## src/logic/bias_cfg_pkg.sv

```systemverilog
`default_nettype none
package bias_cfg_pkg;
  // ---------------------------------------------------------------
  // Register offsets
  // ---------------------------------------------------------------
  localparam logic [7:0] OFS_MISC_CONFIGURATION = 8'h00;
  localparam logic [7:0] OFS_BOOST_ONE_VOLTAGE = 8'h01;
  localparam logic [7:0] OFS_GAMMA_M_HIGH_BITS = 8'h24;
  localparam logic [7:0] OFS_GAMMA_M_LOW_BITS = 8'h25;
  localparam logic [7:0] OFS_GAMMA_N_HIGH_BITS = 8'h26;
  localparam logic [7:0] OFS_GAMMA_N_LOW_BITS = 8'h27;
  localparam logic [7:0] OFS_STORAGE_SELECT = 8'hFF;

  // ---------------------------------------------------------------
  // Factory defaults
  // ---------------------------------------------------------------
  localparam logic [7:0] RST_MISC_CONFIGURATION = 8'h00;
  localparam logic [7:0] RST_BOOST_ONE_VOLTAGE = 8'h0E;
  localparam logic [7:0] RST_GAMMA_HIGH_BITS = 8'h02;
  localparam logic [7:0] RST_GAMMA_LOW_BITS = 8'h00;
  localparam logic [7:0] RST_STORAGE_SELECT = 8'h00;

  // ---------------------------------------------------------------
  // Implemented-bit masks; other bits drop writes and read zero
  // ---------------------------------------------------------------
  localparam logic [7:0] MSK_MISC_CONFIGURATION = 8'h07;
  localparam logic [7:0] MSK_BOOST_ONE_VOLTAGE = 8'h1F;
  localparam logic [7:0] MSK_GAMMA_HIGH_BITS = 8'h03;
  localparam logic [7:0] MSK_GAMMA_LOW_BITS = 8'hFF;
  localparam logic [7:0] MSK_STORAGE_SELECT = 8'h01;

  // ---------------------------------------------------------------
  // Field positions
  // ---------------------------------------------------------------
  localparam int POS_RESET_THRESHOLD_SELECT = 2;
  localparam int POS_DISCHARGE_TARGET_SELECT = 1;
  localparam int POS_GATE_IN_PANEL_MODE = 0;
  localparam int POS_USE_NONVOLATILE = 0;

  // Banked entries, in order: config, boost, m hi, m lo, n hi, n lo
  localparam int NUM_BANKED = 6;
  localparam logic [7:0] I2C_ADDR_DEFAULT = 8'h4E; // Arbitrary value
endpackage : bias_cfg_pkg
`default_nettype wire

```

## src/logic/pin_sync_if.sv

```systemverilog
`timescale 1ns/100ps
`default_nettype none
// Filtered pin levels handed from the synchroniser to the register bank
interface pin_sync_if;
  logic scl;
  logic sda;
  logic write_protect;
  logic power_down;
  modport src (output scl, output sda, output write_protect,
               output power_down);
  modport dst (input scl, input sda, input write_protect,
               input power_down);
endinterface : pin_sync_if
`default_nettype wire

```

## src/logic/pin_filter.sv

```systemverilog
`timescale 1ns/100ps
`default_nettype none
module pin_filter #(
  parameter logic [3:0] RESET_LEVELS = 4'h7
) (
  input wire logic sys_clk,
  input wire logic rst_n,
  input wire logic [3:0] pins,
  pin_sync_if.src levels
);
  logic [3:0] flt_r;

  // ---------------------------------------------------------------
  // Three stages per pin; level moves only when stages 2 and 3 agree
  // ---------------------------------------------------------------
  for (genvar i = 0; i < 4; i++) begin : g_pin
    logic s1_r;
    logic s2_r;
    logic s3_r;
    // Stage 1 feeds stage 2 only, keeping metastability contained
    always_ff @(posedge sys_clk or negedge rst_n) begin
      if (!rst_n) begin
        s1_r <= RESET_LEVELS[i];
        s2_r <= RESET_LEVELS[i];
        s3_r <= RESET_LEVELS[i];
        flt_r[i] <= RESET_LEVELS[i];
      end else begin
        s1_r <= pins[i];
        s2_r <= s1_r;
        s3_r <= s2_r;
        if (s2_r == s3_r) begin
          flt_r[i] <= s3_r;
        end
      end
    end
  end

  assign levels.scl = flt_r[0];
  assign levels.sda = flt_r[1];
  assign levels.write_protect = flt_r[2];
  assign levels.power_down = flt_r[3];
endmodule // pin_filter
`default_nettype wire

```

## src/logic/lcd_bias_config_registers.sv

```systemverilog
`timescale 1ns/100ps
`default_nettype none
// What this block does
// - Gamma M is 10 bits: high two bits at 24h default 02h, low at 25h.
// - Gamma N is 10 bits: high two bits at 26h default 02h, low at 27h.
// - Register at FFh picks volatile or nonvolatile copy for accesses.
// - Bits without hardware ignore writes and read back zero.
// - Config bit 2 picks lockout or detection threshold for reset.
// - Config bit 1 picks boost rail or common voltage for discharge.
// - Config bit 0 picks non gate-in-panel or gate-in-panel panels.
// - Discharge pin is panel reset, or shifter enable in gate-in-panel mode.
// - Boost one voltage is a 5-bit code, default 0Eh.
module lcd_bias_config_registers #(
  parameter logic [6:0] DEVICE_ADDR = bias_cfg_pkg::I2C_ADDR_DEFAULT[7:1]
) (
  input wire logic sys_clk,
  input wire logic reset_n,
  input wire logic scl,
  input wire logic sda_in,
  output logic sda_out,
  output logic sda_oe,
  input wire logic write_protect,
  input wire logic power_down,
  output logic reset_threshold_select,
  output logic boost_rail_discharge_en,
  output logic common_voltage_discharge_en,
  output logic gate_in_panel_mode,
  output logic panel_discharge_output_n,
  output logic [4:0] boost_one_voltage_code,
  output logic [9:0] gamma_m_code,
  output logic [9:0] gamma_n_code
);
  typedef enum logic [2:0] {
    ST_IDLE = 3'h0,
    ST_ADDR = 3'h1,
    ST_ADDR_ACK = 3'h3,
    ST_RX = 3'h2,
    ST_RX_ACK = 3'h6,
    ST_TX = 3'h7,
    ST_TX_ACK = 3'h5
  } bus_state_e;

  typedef logic [7:0] byte_t;

  // Per-entry defaults and masks of the banked registers
  localparam byte_t DEF_TAB [bias_cfg_pkg::NUM_BANKED] = '{
    bias_cfg_pkg::RST_MISC_CONFIGURATION, bias_cfg_pkg::RST_BOOST_ONE_VOLTAGE,
    bias_cfg_pkg::RST_GAMMA_HIGH_BITS, bias_cfg_pkg::RST_GAMMA_LOW_BITS,
    bias_cfg_pkg::RST_GAMMA_HIGH_BITS, bias_cfg_pkg::RST_GAMMA_LOW_BITS};
  localparam byte_t MSK_TAB [bias_cfg_pkg::NUM_BANKED] = '{
    bias_cfg_pkg::MSK_MISC_CONFIGURATION, bias_cfg_pkg::MSK_BOOST_ONE_VOLTAGE,
    bias_cfg_pkg::MSK_GAMMA_HIGH_BITS, bias_cfg_pkg::MSK_GAMMA_LOW_BITS,
    bias_cfg_pkg::MSK_GAMMA_HIGH_BITS, bias_cfg_pkg::MSK_GAMMA_LOW_BITS};

  // ---------------------------------------------------------------
  // Reset release
  // ---------------------------------------------------------------
  logic rst_meta_r;
  logic rst_n_r;

  // Async assert, release after two edges
  always_ff @(posedge sys_clk or negedge reset_n) begin
    if (!reset_n) begin
      rst_meta_r <= 1'b0;
      rst_n_r <= 1'b0;
    end else begin
      rst_meta_r <= 1'b1;
      rst_n_r <= rst_meta_r;
    end
  end

  // ---------------------------------------------------------------
  // Pin filtering and bus edge detection
  // ---------------------------------------------------------------
  pin_sync_if pins_if ();

  // Write protect idles high, standing in for its internal pull-up
  pin_filter #(.RESET_LEVELS(4'h7)) u_pin_filter (
    .sys_clk(sys_clk),
    .rst_n(rst_n_r),
    .pins({power_down, write_protect, sda_in, scl}),
    .levels(pins_if)
  );

  logic scl_d_r;
  logic sda_d_r;
  logic scl_rise;
  logic scl_fall;
  logic start_seen;
  logic stop_seen;

  // Previous filtered levels for edge detection
  always_ff @(posedge sys_clk or negedge rst_n_r) begin
    if (!rst_n_r) begin
      scl_d_r <= 1'b1;
      sda_d_r <= 1'b1;
    end else begin
      scl_d_r <= pins_if.scl;
      sda_d_r <= pins_if.sda;
    end
  end

  assign scl_rise = pins_if.scl & ~scl_d_r;
  assign scl_fall = ~pins_if.scl & scl_d_r;
  assign start_seen = pins_if.scl & scl_d_r & sda_d_r & ~pins_if.sda;
  assign stop_seen = pins_if.scl & scl_d_r & ~sda_d_r & pins_if.sda;

  // ---------------------------------------------------------------
  // Register storage: a volatile and a nonvolatile copy
  // ---------------------------------------------------------------
  byte_t ram_r [bias_cfg_pkg::NUM_BANKED];
  byte_t nv_r [bias_cfg_pkg::NUM_BANKED];
  byte_t select_r;
  logic [7:0] ptr_r;
  logic wr_en;
  byte_t wr_data;
  logic [2:0] hit_idx;
  logic hit;
  byte_t rd_data;
  logic use_nv;

  assign use_nv = select_r[bias_cfg_pkg::POS_USE_NONVOLATILE];

  // Address decode of the banked entries
  always_comb begin
    hit = 1'b1;
    hit_idx = 3'h0;
    if (ptr_r == bias_cfg_pkg::OFS_MISC_CONFIGURATION) begin
      hit_idx = 3'h0;
    end else if (ptr_r == bias_cfg_pkg::OFS_BOOST_ONE_VOLTAGE) begin
      hit_idx = 3'h1;
    end else if (ptr_r == bias_cfg_pkg::OFS_GAMMA_M_HIGH_BITS) begin
      hit_idx = 3'h2;
    end else if (ptr_r == bias_cfg_pkg::OFS_GAMMA_M_LOW_BITS) begin
      hit_idx = 3'h3;
    end else if (ptr_r == bias_cfg_pkg::OFS_GAMMA_N_HIGH_BITS) begin
      hit_idx = 3'h4;
    end else if (ptr_r == bias_cfg_pkg::OFS_GAMMA_N_LOW_BITS) begin
      hit_idx = 3'h5;
    end else begin
      hit = 1'b0;
    end
  end

  // Read mux; unmapped offsets and missing bits read zero
  always_comb begin
    rd_data = 8'h00;
    if (hit) begin
      rd_data = use_nv ? nv_r[hit_idx] : ram_r[hit_idx];
    end else if (ptr_r == bias_cfg_pkg::OFS_STORAGE_SELECT) begin
      rd_data = select_r;
    end
  end

  // One process per entry; writes keep only implemented bits
  for (genvar e = 0; e < bias_cfg_pkg::NUM_BANKED; e++) begin : g_entry
    always_ff @(posedge sys_clk or negedge rst_n_r) begin
      if (!rst_n_r) begin
        ram_r[e] <= DEF_TAB[e];
        nv_r[e] <= DEF_TAB[e];
      end else if (wr_en && hit && hit_idx == 3'(e)) begin
        if (use_nv) begin
          nv_r[e] <= wr_data & MSK_TAB[e];
        end else begin
          ram_r[e] <= wr_data & MSK_TAB[e];
        end
      end
    end
  end

  // Storage select is itself never banked
  always_ff @(posedge sys_clk or negedge rst_n_r) begin
    if (!rst_n_r) begin
      select_r <= bias_cfg_pkg::RST_STORAGE_SELECT;
    end else if (wr_en && ptr_r == bias_cfg_pkg::OFS_STORAGE_SELECT) begin
      select_r <= wr_data & bias_cfg_pkg::MSK_STORAGE_SELECT;
    end
  end

  // ---------------------------------------------------------------
  // Serial bus target
  // ---------------------------------------------------------------
  bus_state_e state_r;
  logic [2:0] bit_cnt_r;
  logic full_r;
  byte_t shift_r;
  byte_t tx_r;
  logic read_r;
  logic first_r;
  logic nack_r;
  logic sda_oe_r;

  assign wr_en = (state_r == ST_RX) && scl_fall && full_r && !first_r;
  assign wr_data = shift_r;

  // Protocol engine; write protect aborts and silences everything
  always_ff @(posedge sys_clk or negedge rst_n_r) begin
    if (!rst_n_r) begin
      state_r <= ST_IDLE;
      bit_cnt_r <= 3'h0;
      full_r <= 1'b0;
      shift_r <= 8'h00;
      tx_r <= 8'h00;
      read_r <= 1'b0;
      first_r <= 1'b0;
      nack_r <= 1'b0;
      ptr_r <= 8'h00;
      sda_oe_r <= 1'b0;
    end else if (pins_if.write_protect) begin
      state_r <= ST_IDLE;
      sda_oe_r <= 1'b0;
    end else if (start_seen) begin
      state_r <= ST_ADDR;
      bit_cnt_r <= 3'h0;
      full_r <= 1'b0;
      sda_oe_r <= 1'b0;
    end else if (stop_seen) begin
      state_r <= ST_IDLE;
      sda_oe_r <= 1'b0;
    end else if (scl_rise) begin
      // Data is taken while the clock is high
      shift_r <= {shift_r[6:0], pins_if.sda};
      bit_cnt_r <= bit_cnt_r + 3'h1;
      if (state_r != ST_ADDR_ACK && state_r != ST_RX_ACK
          && state_r != ST_TX_ACK) begin
        full_r <= (bit_cnt_r == 3'h7);
      end
      nack_r <= pins_if.sda;
    end else if (scl_fall) begin
      case (state_r)
        ST_ADDR: begin
          if (full_r) begin
            full_r <= 1'b0;
            if (shift_r[7:1] == DEVICE_ADDR) begin
              state_r <= ST_ADDR_ACK;
              read_r <= shift_r[0];
              sda_oe_r <= 1'b1;
            end else begin
              state_r <= ST_IDLE;
            end
          end
        end
        ST_ADDR_ACK: begin
          bit_cnt_r <= 3'h0;
          first_r <= 1'b1;
          if (read_r) begin
            state_r <= ST_TX;
            tx_r <= rd_data;
            sda_oe_r <= ~rd_data[7];
            ptr_r <= ptr_r + 8'h01;
          end else begin
            state_r <= ST_RX;
            sda_oe_r <= 1'b0;
          end
        end
        ST_RX: begin
          if (full_r) begin
            full_r <= 1'b0;
            state_r <= ST_RX_ACK;
            sda_oe_r <= 1'b1;
            first_r <= 1'b0;
            // First byte sets the pointer, later bytes write and advance
            ptr_r <= first_r ? shift_r : ptr_r + 8'h01;
          end
        end
        ST_RX_ACK: begin
          state_r <= ST_RX;
          bit_cnt_r <= 3'h0;
          sda_oe_r <= 1'b0;
        end
        ST_TX: begin
          if (full_r) begin
            full_r <= 1'b0;
            state_r <= ST_TX_ACK;
            sda_oe_r <= 1'b0;
          end else begin
            tx_r <= {tx_r[6:0], 1'b0};
            sda_oe_r <= ~tx_r[6];
          end
        end
        ST_TX_ACK: begin
          bit_cnt_r <= 3'h0;
          // A refusal from the host ends the read; wait for stop
          if (nack_r) begin
            state_r <= ST_IDLE;
          end else begin
            state_r <= ST_TX;
            tx_r <= rd_data;
            sda_oe_r <= ~rd_data[7];
            ptr_r <= ptr_r + 8'h01;
          end
        end
        default: begin
          state_r <= ST_IDLE;
        end
      endcase
    end
  end

  // ---------------------------------------------------------------
  // Outputs, registered; the volatile copy runs the hardware
  // ---------------------------------------------------------------
  logic gate_mode;
  logic pd;

  assign gate_mode = ram_r[0][bias_cfg_pkg::POS_GATE_IN_PANEL_MODE];
  assign pd = pins_if.power_down;

  // Open drain: line is only ever pulled low
  always_ff @(posedge sys_clk or negedge rst_n_r) begin
    if (!rst_n_r) begin
      sda_out <= 1'b0;
      sda_oe <= 1'b0;
    end else begin
      sda_out <= 1'b0;
      sda_oe <= sda_oe_r;
    end
  end

  // Threshold from config bit 2; power-down steering of discharge and panel pin
  always_ff @(posedge sys_clk or negedge rst_n_r) begin
    if (!rst_n_r) begin
      reset_threshold_select <= 1'b0;
      boost_rail_discharge_en <= 1'b0;
      common_voltage_discharge_en <= 1'b0;
      gate_in_panel_mode <= 1'b0;
      panel_discharge_output_n <= 1'b1;
    end else begin
      reset_threshold_select <=
        ram_r[0][bias_cfg_pkg::POS_RESET_THRESHOLD_SELECT];
      boost_rail_discharge_en <= pd &
        ~ram_r[0][bias_cfg_pkg::POS_DISCHARGE_TARGET_SELECT];
      common_voltage_discharge_en <= pd &
        ram_r[0][bias_cfg_pkg::POS_DISCHARGE_TARGET_SELECT];
      gate_in_panel_mode <= gate_mode;
      // Reset pulls low in power-down; enable pulls low while running
      panel_discharge_output_n <= gate_mode ? pd : ~pd;
    end
  end

  // Code words handed to the converters and gamma buffers
  always_ff @(posedge sys_clk or negedge rst_n_r) begin
    if (!rst_n_r) begin
      boost_one_voltage_code <= bias_cfg_pkg::RST_BOOST_ONE_VOLTAGE[4:0];
      gamma_m_code <= {bias_cfg_pkg::RST_GAMMA_HIGH_BITS[1:0],
                       bias_cfg_pkg::RST_GAMMA_LOW_BITS};
      gamma_n_code <= {bias_cfg_pkg::RST_GAMMA_HIGH_BITS[1:0],
                       bias_cfg_pkg::RST_GAMMA_LOW_BITS};
    end else begin
      boost_one_voltage_code <= ram_r[1][4:0];
      gamma_m_code <= {ram_r[2][1:0], ram_r[3]};
      gamma_n_code <= {ram_r[4][1:0], ram_r[5]};
    end
  end
endmodule // lcd_bias_config_registers
`default_nettype wire

```

## config.mk

```make
export PLATFORM = sky130hd
export DESIGN_NAME = lcd_bias_config_registers
export DESIGN_NICKNAME = d
export VERILOG_FILES = /design/src/logic/bias_cfg_pkg.sv /design/src/logic/pin_sync_if.sv /design/src/logic/pin_filter.sv /design/src/logic/lcd_bias_config_registers.sv
export SDC_FILE = /design/constraint.sdc
export NUM_CORES = 1
export LEC_CHECK = 0
export ABC_AREA = 1
export BUFFER_PORTS_ARGS = -buffer_cell sky130_fd_sc_hd__buf_2
export CAP_MARGIN = 20
export CORE_MARGIN = 2
export CORE_UTILIZATION = 60
export DETAILED_ROUTE_END_ITERATION = 7
export GPL_ROUTABILITY_DRIVEN = 0
export PLACE_DENSITY = 0.89
export REMOVE_ABC_BUFFERS = 1
export SKIP_CTS_REPAIR_TIMING = 1
export SLEW_MARGIN = 15
export SYNTH_ARGS = -nofsm -noshare
export SYNTH_HDL_FRONTEND = slang
export SYNTH_SLANG_ARGS = --single-unit
export TNS_END_PERCENT = 30
```

## constraint.sdc

```tcl
create_clock -name sys_clk -period 5.9 [get_ports sys_clk]
set_clock_uncertainty 0.1 [all_clocks]
set_input_delay 1.475 -clock sys_clk [delete_from_list [all_inputs] [get_ports sys_clk]]
set_output_delay 1.475 -clock sys_clk [all_outputs]
set_load 0.005 [all_outputs]
```

; ---- Word-level counts from Yosys, hierarchy flattened
; Cells that the tools add are included.
[totals]
register_bits = 142
in_bits = 6
output_inout_bits = 32
[classes]
bitwise_logic = 23
n_eq_ne = 38
n_mux = 68
reduce_logical = 47
magnitude_cmp = 1
add_sub_neg = 2
[op_table]
columns = op, n
row1 = 2-to-1 mux 8 bit, 10
row2 = 2-to-1 mux 3 bit, 21
row3 = binary-select mux 8 bit (select 3 bit), 2
row4 = == test 8 x 6 -> 1 bit (second input constant), 4
row5 = 2-to-1 mux 1 bit, 26
row6 = inequality test 5 x 4 -> 1 bit (second input constant), 5
row7 = case mux 8 bit (3 select lines), 1
row8 = AND reduction 2 bit, 12
row9 = 2-to-1 mux 7 bit, 3
row10 = case mux 7 bit (3 select lines), 1
row11 = == test 3 bit (second input constant), 6
row12 = case mux 3 bit (6 select lines), 1
row13 = AND reduction 9 bit, 2
row14 = nonzero test 3 bit, 5
row15 = AND reduction 7 bit, 2
row16 = logical AND 1 bit, 13
row17 = inverter 1 bit, 13
row18 = == test 3 x 2 -> 1 bit (second input constant), 4
row19 = inequality test 2 bit (second input constant), 5
row20 = AND reduction 5 bit, 2
row21 = AND 1 bit, 9
row22 = nonzero test 9 bit, 1
row23 = adder 8 x 1 -> 8 bit (second input constant), 1
row24 = == test 8 x 1 -> 1 bit (second input constant), 1
row25 = other kinds (22), 29

; ---- Depth between registers and ports, before layout
; Gate-level depths: netlist of run 1.
[depth]
ltp_word = 21
ltp_mapped = 16
ltp_nobuf = 16

; ---- Cells and area by module
; Synthesis of run 1 repeated with hierarchy kept, for this count alone.
[hier_totals]
cells_unflattened = 702
area_unflattened_um2 = 6344.8
[by_module_without_submodules]
columns = module, area_per_inst_um2, n_inst, cells_per_inst
row1 = lcd_bias_config_registers, 5864.4, 1, 670
row2 = pin_filter, 480.5, 1, 32

; ---- Worst setup path before layout of run 1
; OpenSTA, ideal clock, no wires.
[synth_timing]
kind = register -> output
startpoint = reg boost_one_voltage_code[1]
endpoint = out boost_one_voltage_code[1]
required_time_ns = 4.325
arrival_time_ns = 0.501
path_buffers = 0
stages_incl_launch_ff = 1
slack_ns = 3.824
path_cell_list = dfstp_2
[synth_rtl]
columns = item, line_no
row1 = start: declaration, lcd_bias_config_registers.sv:29  ; output logic [4:0] boost_one_voltage_code,
row2 = start signal: assignment, lcd_bias_config_registers.sv:344  ; boost_one_voltage_code <= bias_cfg_pkg::RST_BOOST_ONE_VOLTAGE[4:0];
row3 = start signal: assignment, lcd_bias_config_registers.sv:350  ; boost_one_voltage_code <= ram_r[1][4:0];
; No word-level cell between the ends.

; ---- Final worst setup path of run 1
[layout_timing]
startpoint = reg panel_discharge_output_n
endpoint = out panel_discharge_output_n
[layout_rtl]
columns = item, line_no
row1 = start: declaration, lcd_bias_config_registers.sv:28  ; output logic panel_discharge_output_n,
row2 = start signal: assignment, lcd_bias_config_registers.sv:337  ; panel_discharge_output_n <= gate_mode ? pd : ~pd;
; No word-level cell between the ends.

==> results of run 1 <==
==> worst min-delay path by stage <==
stage | startpoint | to | slack [ps] | cells after the start
floorplan | rst_meta_r$_DFF_PN0_ | rst_n_r$_DFF_PN0_ | 230 | 0
global placement | u_pin_filter.g_pin[3].s1_r$_DFF_PN0_ | u_pin_filter.g_pin[3].s2_r$_DFF_PN0_ | 230 | 0
detailed placement | rst_meta_r$_DFF_PN0_ | rst_n_r$_DFF_PN0_ | 240 | 0
CTS | rst_meta_r$_DFF_PN0_ | rst_n_r$_DFF_PN0_ | 260 | 0
global route | rst_meta_r$_DFF_PN0_ | rst_n_r$_DFF_PN0_ | 260 | 0
finish | rst_meta_r$_DFF_PN0_ | rst_n_r$_DFF_PN0_ | 250 | 0
==> routing by layer <==
metal	vias up	track usage, %
met1	2489	33.9
met4	0	13.6
met3	76	7.11
met5	-	0
li1	2310	-
met2	308	47.5
==> sequential cells by signal, summed over array words and instances (netlist names), 5 cells and up <==
| signal | cells |
|---|---|
| gamma_m_code | 10 |
| gamma_n_code | 10 |
| ptr_r | 8 |
| boost_one_voltage_code | 5 |
| nv_r | 28 |
| tx_r | 7 |
| ram_r | 27 |
| shift_r | 8 |
==> power groups by stage <==
| stage | sequential (mW) | combinational (mW) | clock [mW] |
|---|---|---|---|
| floorplan | 1.07 | 0.111 | 0 |
| global placement | 1.08 | 0.165 | 0 |
| detailed placement | 1.08 | 0.176 | 0 |
| CTS | 1.07 | 0.179 | 1.03 |
| global route | 1.07 | 0.203 | 1.08 |
| finish | 1.07 | 0.184 | 1.03 |
==> per-stage QoR <==
step                      cell area [µm²]  utilization, %
after detailed placement             6550            64.0
after floorplan                      6190               -
after global placement               6550            64.0
final                                7120            69.6
after CTS                            7120            69.6
after global routing                 7120            69.6
==> kinds of logic (layout without fill, tap and decap cells) <==
group / after synthesis / count (layout) / synth area share, %
xor gates and xnor gates: 3 / 3 / 0.418
AOI/OAI and AO/OA: 143 / 143 / 13.0
other: 2 / 2 / 0.119
adders and majority gates: 13 / 13 / 2.43
DFF: 141 / 141 / 56.7
and+or+nand+nor: 279 / 279 / 20.9
buffers and inverters: 94 / 148 / 6.37
==> cell usage in the layout, fill, tap and decap left out, types with 3 or more instances in the layout <==
| cell | instances |
|---|---|
| a21oi_1 | 54 |
| buf_2 | 36 |
| clkbuf_16 | 16 |
| clkbuf_8 | 3 |
| clkinvlp_4 | 4 |
| dfrtp_1 | 110 |
| dfstp_2 | 30 |
| ha_1 | 9 |
| inv_1 | 67 |
| inv_2 | 9 |
| inv_6 | 6 |
| maj3_1 | 4 |
| nand2_1 | 129 |
| nand2_2 | 4 |
| nand2_4 | 5 |
| nand3_1 | 51 |
| nand4_1 | 6 |
| nor2_1 | 60 |
| nor2_2 | 4 |
| nor2_4 | 3 |
| nor3_1 | 3 |
| nor3_2 | 3 |
| o211ai_1 | 4 |
| o21ai_0 | 58 |
| o21ai_2 | 16 |
==> area by class of cell <==
cell class / instances / area [µm²]
sequential: 141 / 3570
fill: 697 / 3110
multi-input combinational: 440 / 2320
clock buffer: 19 / 442
inverter: 79 / 299
timing repair buffer: 37 / 188
tap: 136 / 170
clock inverter: 13 / 130
==> qor.yml, run 1 <==
status: "complete, no violations"
grt_start_max_net_pins: 79
crit_start: "panel_discharge_output_n$_DFF_PN1_"
yosys_warnings: 0
met1_length_um: 5420
finalHoldViolCount: 0
highest-signal-layer: "met4"
fin_crit_ps: 2740
power_frac_seq_pct: 46.8
start_util_pct: 61.5
setup_slack_ps: 3160
cp.required_ps: 4320
grt_pass1_wl_um: 24400
synth_flop_cell: "dfrtp_1"
r2r_slack_ps: 3330
maxSlewHeadroom_pct: 34.8
end_kind: "output pin"
yosysTopAreaCell: "dfrtp_1"
p_comb_share_pct: 8.1
irDropWorstVdd_mv: 0.196
die_area_um2: 11300
ys_seq_elements: 141
ys_types: 46
dp_slack_ps: 3450
worstReg2RegStart: "ptr_r[0]$_DFFE_PN0P_"
power_density_nw_per_um2: 320
power.switching_uw: 635
endpoint: "panel_discharge_output_n"
path_depth: 1
rows: 37
crit_buf_inv: 1
grt_overflow: 0
syn_to_final_growth_pct: 13.2
dpl.hpwl_um: 9240
intPower_mw: 1.65
cts_tree: "done"
final_nets: 731
max_freq_mhz: 365
fin_hold_ws_ps: 253
drtIter0Drc: 503
path_max_fanout: 1
syn-cell-area_um2: 6290
yosys-top-cells-count: "129 x nand2_1, 111 x dfrtp_1, 67 x inv_1"
antenna_cells: 0
worstMarginPinSlew_ps: 978
firstDrtPassIters: 6
wl_per_cell_um: 17.2
p_leak_nw: 3.51
hp-class: "reg2reg"
dp_cells: 833
worst_path_max_delay_cell: "dfstp_2"
wl_met3_um: 1190
worstPathArrival_ps: 1170
wl_met2_um: 7590
core-area_um2: 10200
cts_root_buf: "clkbuf_8"
ys_seq_area_share_pct: 56.7
synth_most_common_cell: "nand2_1"
cts.clk_slew.worst_paths_ps: 60
p_clk_share_pct: 45.2
drive_gt1_share_pct: 21.1
setup_viol: 0
grt_use_total_pct: 28.2
start_kind: "flip-flop"
h-tree-depth: 4
cts.sinks: 141
die_h_um: 106
grt_pass1_vias: 5006
synth_area_leaders: "dfrtp_1 44%, dfstp_2 13%, nand2_1 7.7%"
tns_ps: 0
critical_path.top_delay_family: "flip-flops"
design_power_total_mw: 2.28
antenna_found_initial: 0
instances_no_fill: 865
netlist_instances: 675
drt-total-wl_um: 14800
synth_edf_count: 0
port_buffers: 36
maxCapViolCount: 0
period_share_pct: 46.5
max_stage_delay_ps: 520
slew_violations: 0
clk_latency_ps: 540
pin_count: 38
ant_nets: 0
routed_via_density: 5.99
ctsLongestPathBuffers: 2
drc: 0
synth_area_per_cell_um2: 9.31
crit_type: "reg2out"
die_w_um: 106
worstRegToRegCells: 9
dr_total_vias: 5183
reg2reg_to: "ram_r[36]$_DFFE_PN0P_"
synthArstFlopShare_pct: 100
cts_made_buffers: 17
grt_setup_unrepaired: "no"
swShare_pct: 27.9
worstPathCellList: "buf_2"
yosysTopAreaCellShare_pct: 44.2
Note: power is estimated with default switching activity, not from simulation.
==> inputs of run 2 (changes only) <==
==> constraint.sdc (replaced) <==
create_clock -name sys_clk -period 2.9 [get_ports sys_clk]
set_clock_uncertainty 0.1 [all_clocks]
set_input_delay 0.725 -clock sys_clk [delete_from_list [all_inputs] [get_ports sys_clk]]
set_output_delay 0.725 -clock sys_clk [all_outputs]
set_load 0.005 [all_outputs]
==> qor.yml, run 2 (same netlist as run 1, synthesis figures left out) <==
status: "complete, no violations"
finalHoldViolCount: 0
grt_setup_unrepaired: "no"
crit_start: "ptr_r[0]$_DFFE_PN0P_"
largest_registers: "nv_r x28, ram_r x27"
die_h_um: 106
irDropWorstVdd_mv: 0.370
power.switching_mw: 1.24
crit_type: "reg2reg"
cp.required_ps: 3210
p_leak_nw: 3.54
die_w_um: 106
largest_reg_flops: 28
firstDrtPassIters: 7
cts_tree: "done"
cts_made_buffers: 17
grt_use_total_pct: 26.9
dr_total_vias: 5119
final_common_cell: "nand2_1"
grt_pass1_vias: 5053
setup_viol: 0
grt_start_max_net_pins: 123
drtIter0Drc: 486
endpoint: "ram_r[23]$_DFFE_PN0P_"
hp-class: "reg2async"
reg2reg_to: "ram_r[23]$_DFFE_PN0P_"
final_cell_mix: "129 x nand2_1, 110 x dfrtp_1, 67 x inv_1"
top_register: "nv_r"
ctsLongestPathBuffers: 2
p_clk_share_pct: 45.3
final_nets: 735
power_frac_seq_pct: 46.3
power_density_nw_per_um2: 650
drc: 0
drive_gt1_share_pct: 21.3
utilization_pct: 70.1
port_buffers: 36
routed_via_density: 5.89
dp_cells: 836
maxSlewHeadroom_pct: 55.8
maxCapViolCount: 0
setup_slack_ps: 433
end_kind: "flip-flop"
grt_overflow: 0
dpl.hpwl_um: 9350
worstPathArrival_ps: 2780
swShare_pct: 26.6
fin_crit_ps: 2470
intPower_mw: 3.43
slew_violations: 0
ant_nets: 0
fin_hold_ws_ps: 93.5
h-tree-depth: 4
worstMarginPinSlew_ps: 663
wl_per_cell_um: 16.5
worstRegToRegCells: 12
drt-total-wl_um: 14300
dp_slack_ps: 486
r2r_slack_ps: 430
cts.sinks: 141
instances_no_fill: 869
rows: 37
place_area_um2: 6580
start_kind: "flip-flop"
core-area_um2: 10200
final_cell_area_um2: 7170
die_area_um2: 11300
clk_latency_ps: 530
period_share_pct: 85.1
p_comb_share_pct: 8.4
cts.clk_slew.worst_paths_ps: 60
syn_to_final_growth_pct: 14.1
antenna_cells: 0
pin_count: 38
cts_root_buf: "clkbuf_8"
grt_pass1_wl_um: 23700
worstReg2RegStart: "ptr_r[0]$_DFFE_PN0P_"
antenna_found_initial: 0
max_freq_mhz: 405
path_max_fanout: 16
start_util_pct: 61.5
## run 2: final cells by class
class	instances	area (µm²)
Inverter	79	299
Timing Repair Buffer	41	233
Sequential cell	141	3570
Tap cell	136	170
Clock inverter	12	136
Multi-Input combinational cell	440	2320
Clock buffer	20	445
Fill cell	687	3060
## run 2: metrics by stage
step	setup TNS (ps)	power [mW]
floorplan	-158180	2.41
CTS	0	4.66
global route	0	4.82
detailed placement	0	2.56
finish	0	4.66
global placement	0	2.54
## run 2: layer usage
layer	up-vias	global-route usage, %	routed length (µm)
li1	2312	-	-
met5	-	0	0
met2	291	45.1	7280
met1	2464	32.6	5520
met3	52	6.81	1090
met4	0	12.7	438
## run 2: critical path: stages, from the launching register on
cell and delay [ps]:
dfrtp_1 410, inv_1 150, ha_1 210, nand3_1 160
a21o_2 340, nand3_1 180, inv_2 80, nor2_4 160
nand2_1 100, clkinv_2 100, nand2_4 160, nand2_1 140
o21ai_2 60
## run 2: worst min-delay path by stage
| stage | startpoint | depth (start not counted) | slack, ps | end |
|---|---|---|---|---|
| after floorplan | rst_meta_r$_DFF_PN0_ | 0 | 230 | rst_n_r$_DFF_PN0_ |
| after CTS | reset_n | 1 | -140 | rst_n_r$_DFF_PN0_ |
| after global placement | rst_n_r$_DFF_PN0_ | 0 | 90 | bit_cnt_r[2]$_DFFE_PN0P_ |
| final | rst_n_r$_DFF_PN0_ | 0 | 90 | bit_cnt_r[0]$_DFFE_PN0P_ |
| after global routing | rst_n_r$_DFF_PN0_ | 0 | 110 | bit_cnt_r[0]$_DFFE_PN0P_ |
| after detailed placement | rst_n_r$_DFF_PN0_ | 0 | 100 | bit_cnt_r[0]$_DFFE_PN0P_ |
## run 2: power by group through the flow
| stage | registers [mW] | logic [mW] | clock network [mW] |
|---|---|---|---|
| 2_1_floorplan | 2.19 | 0.226 | 0 |
| 4_1_cts | 2.16 | 0.384 | 2.12 |
| 5_1_grt | 2.17 | 0.429 | 2.22 |
| 3_5_place_dp | 2.19 | 0.375 | 0 |
| 6_report | 2.16 | 0.391 | 2.11 |
| 3_3_place_gp | 2.18 | 0.353 | 0 |
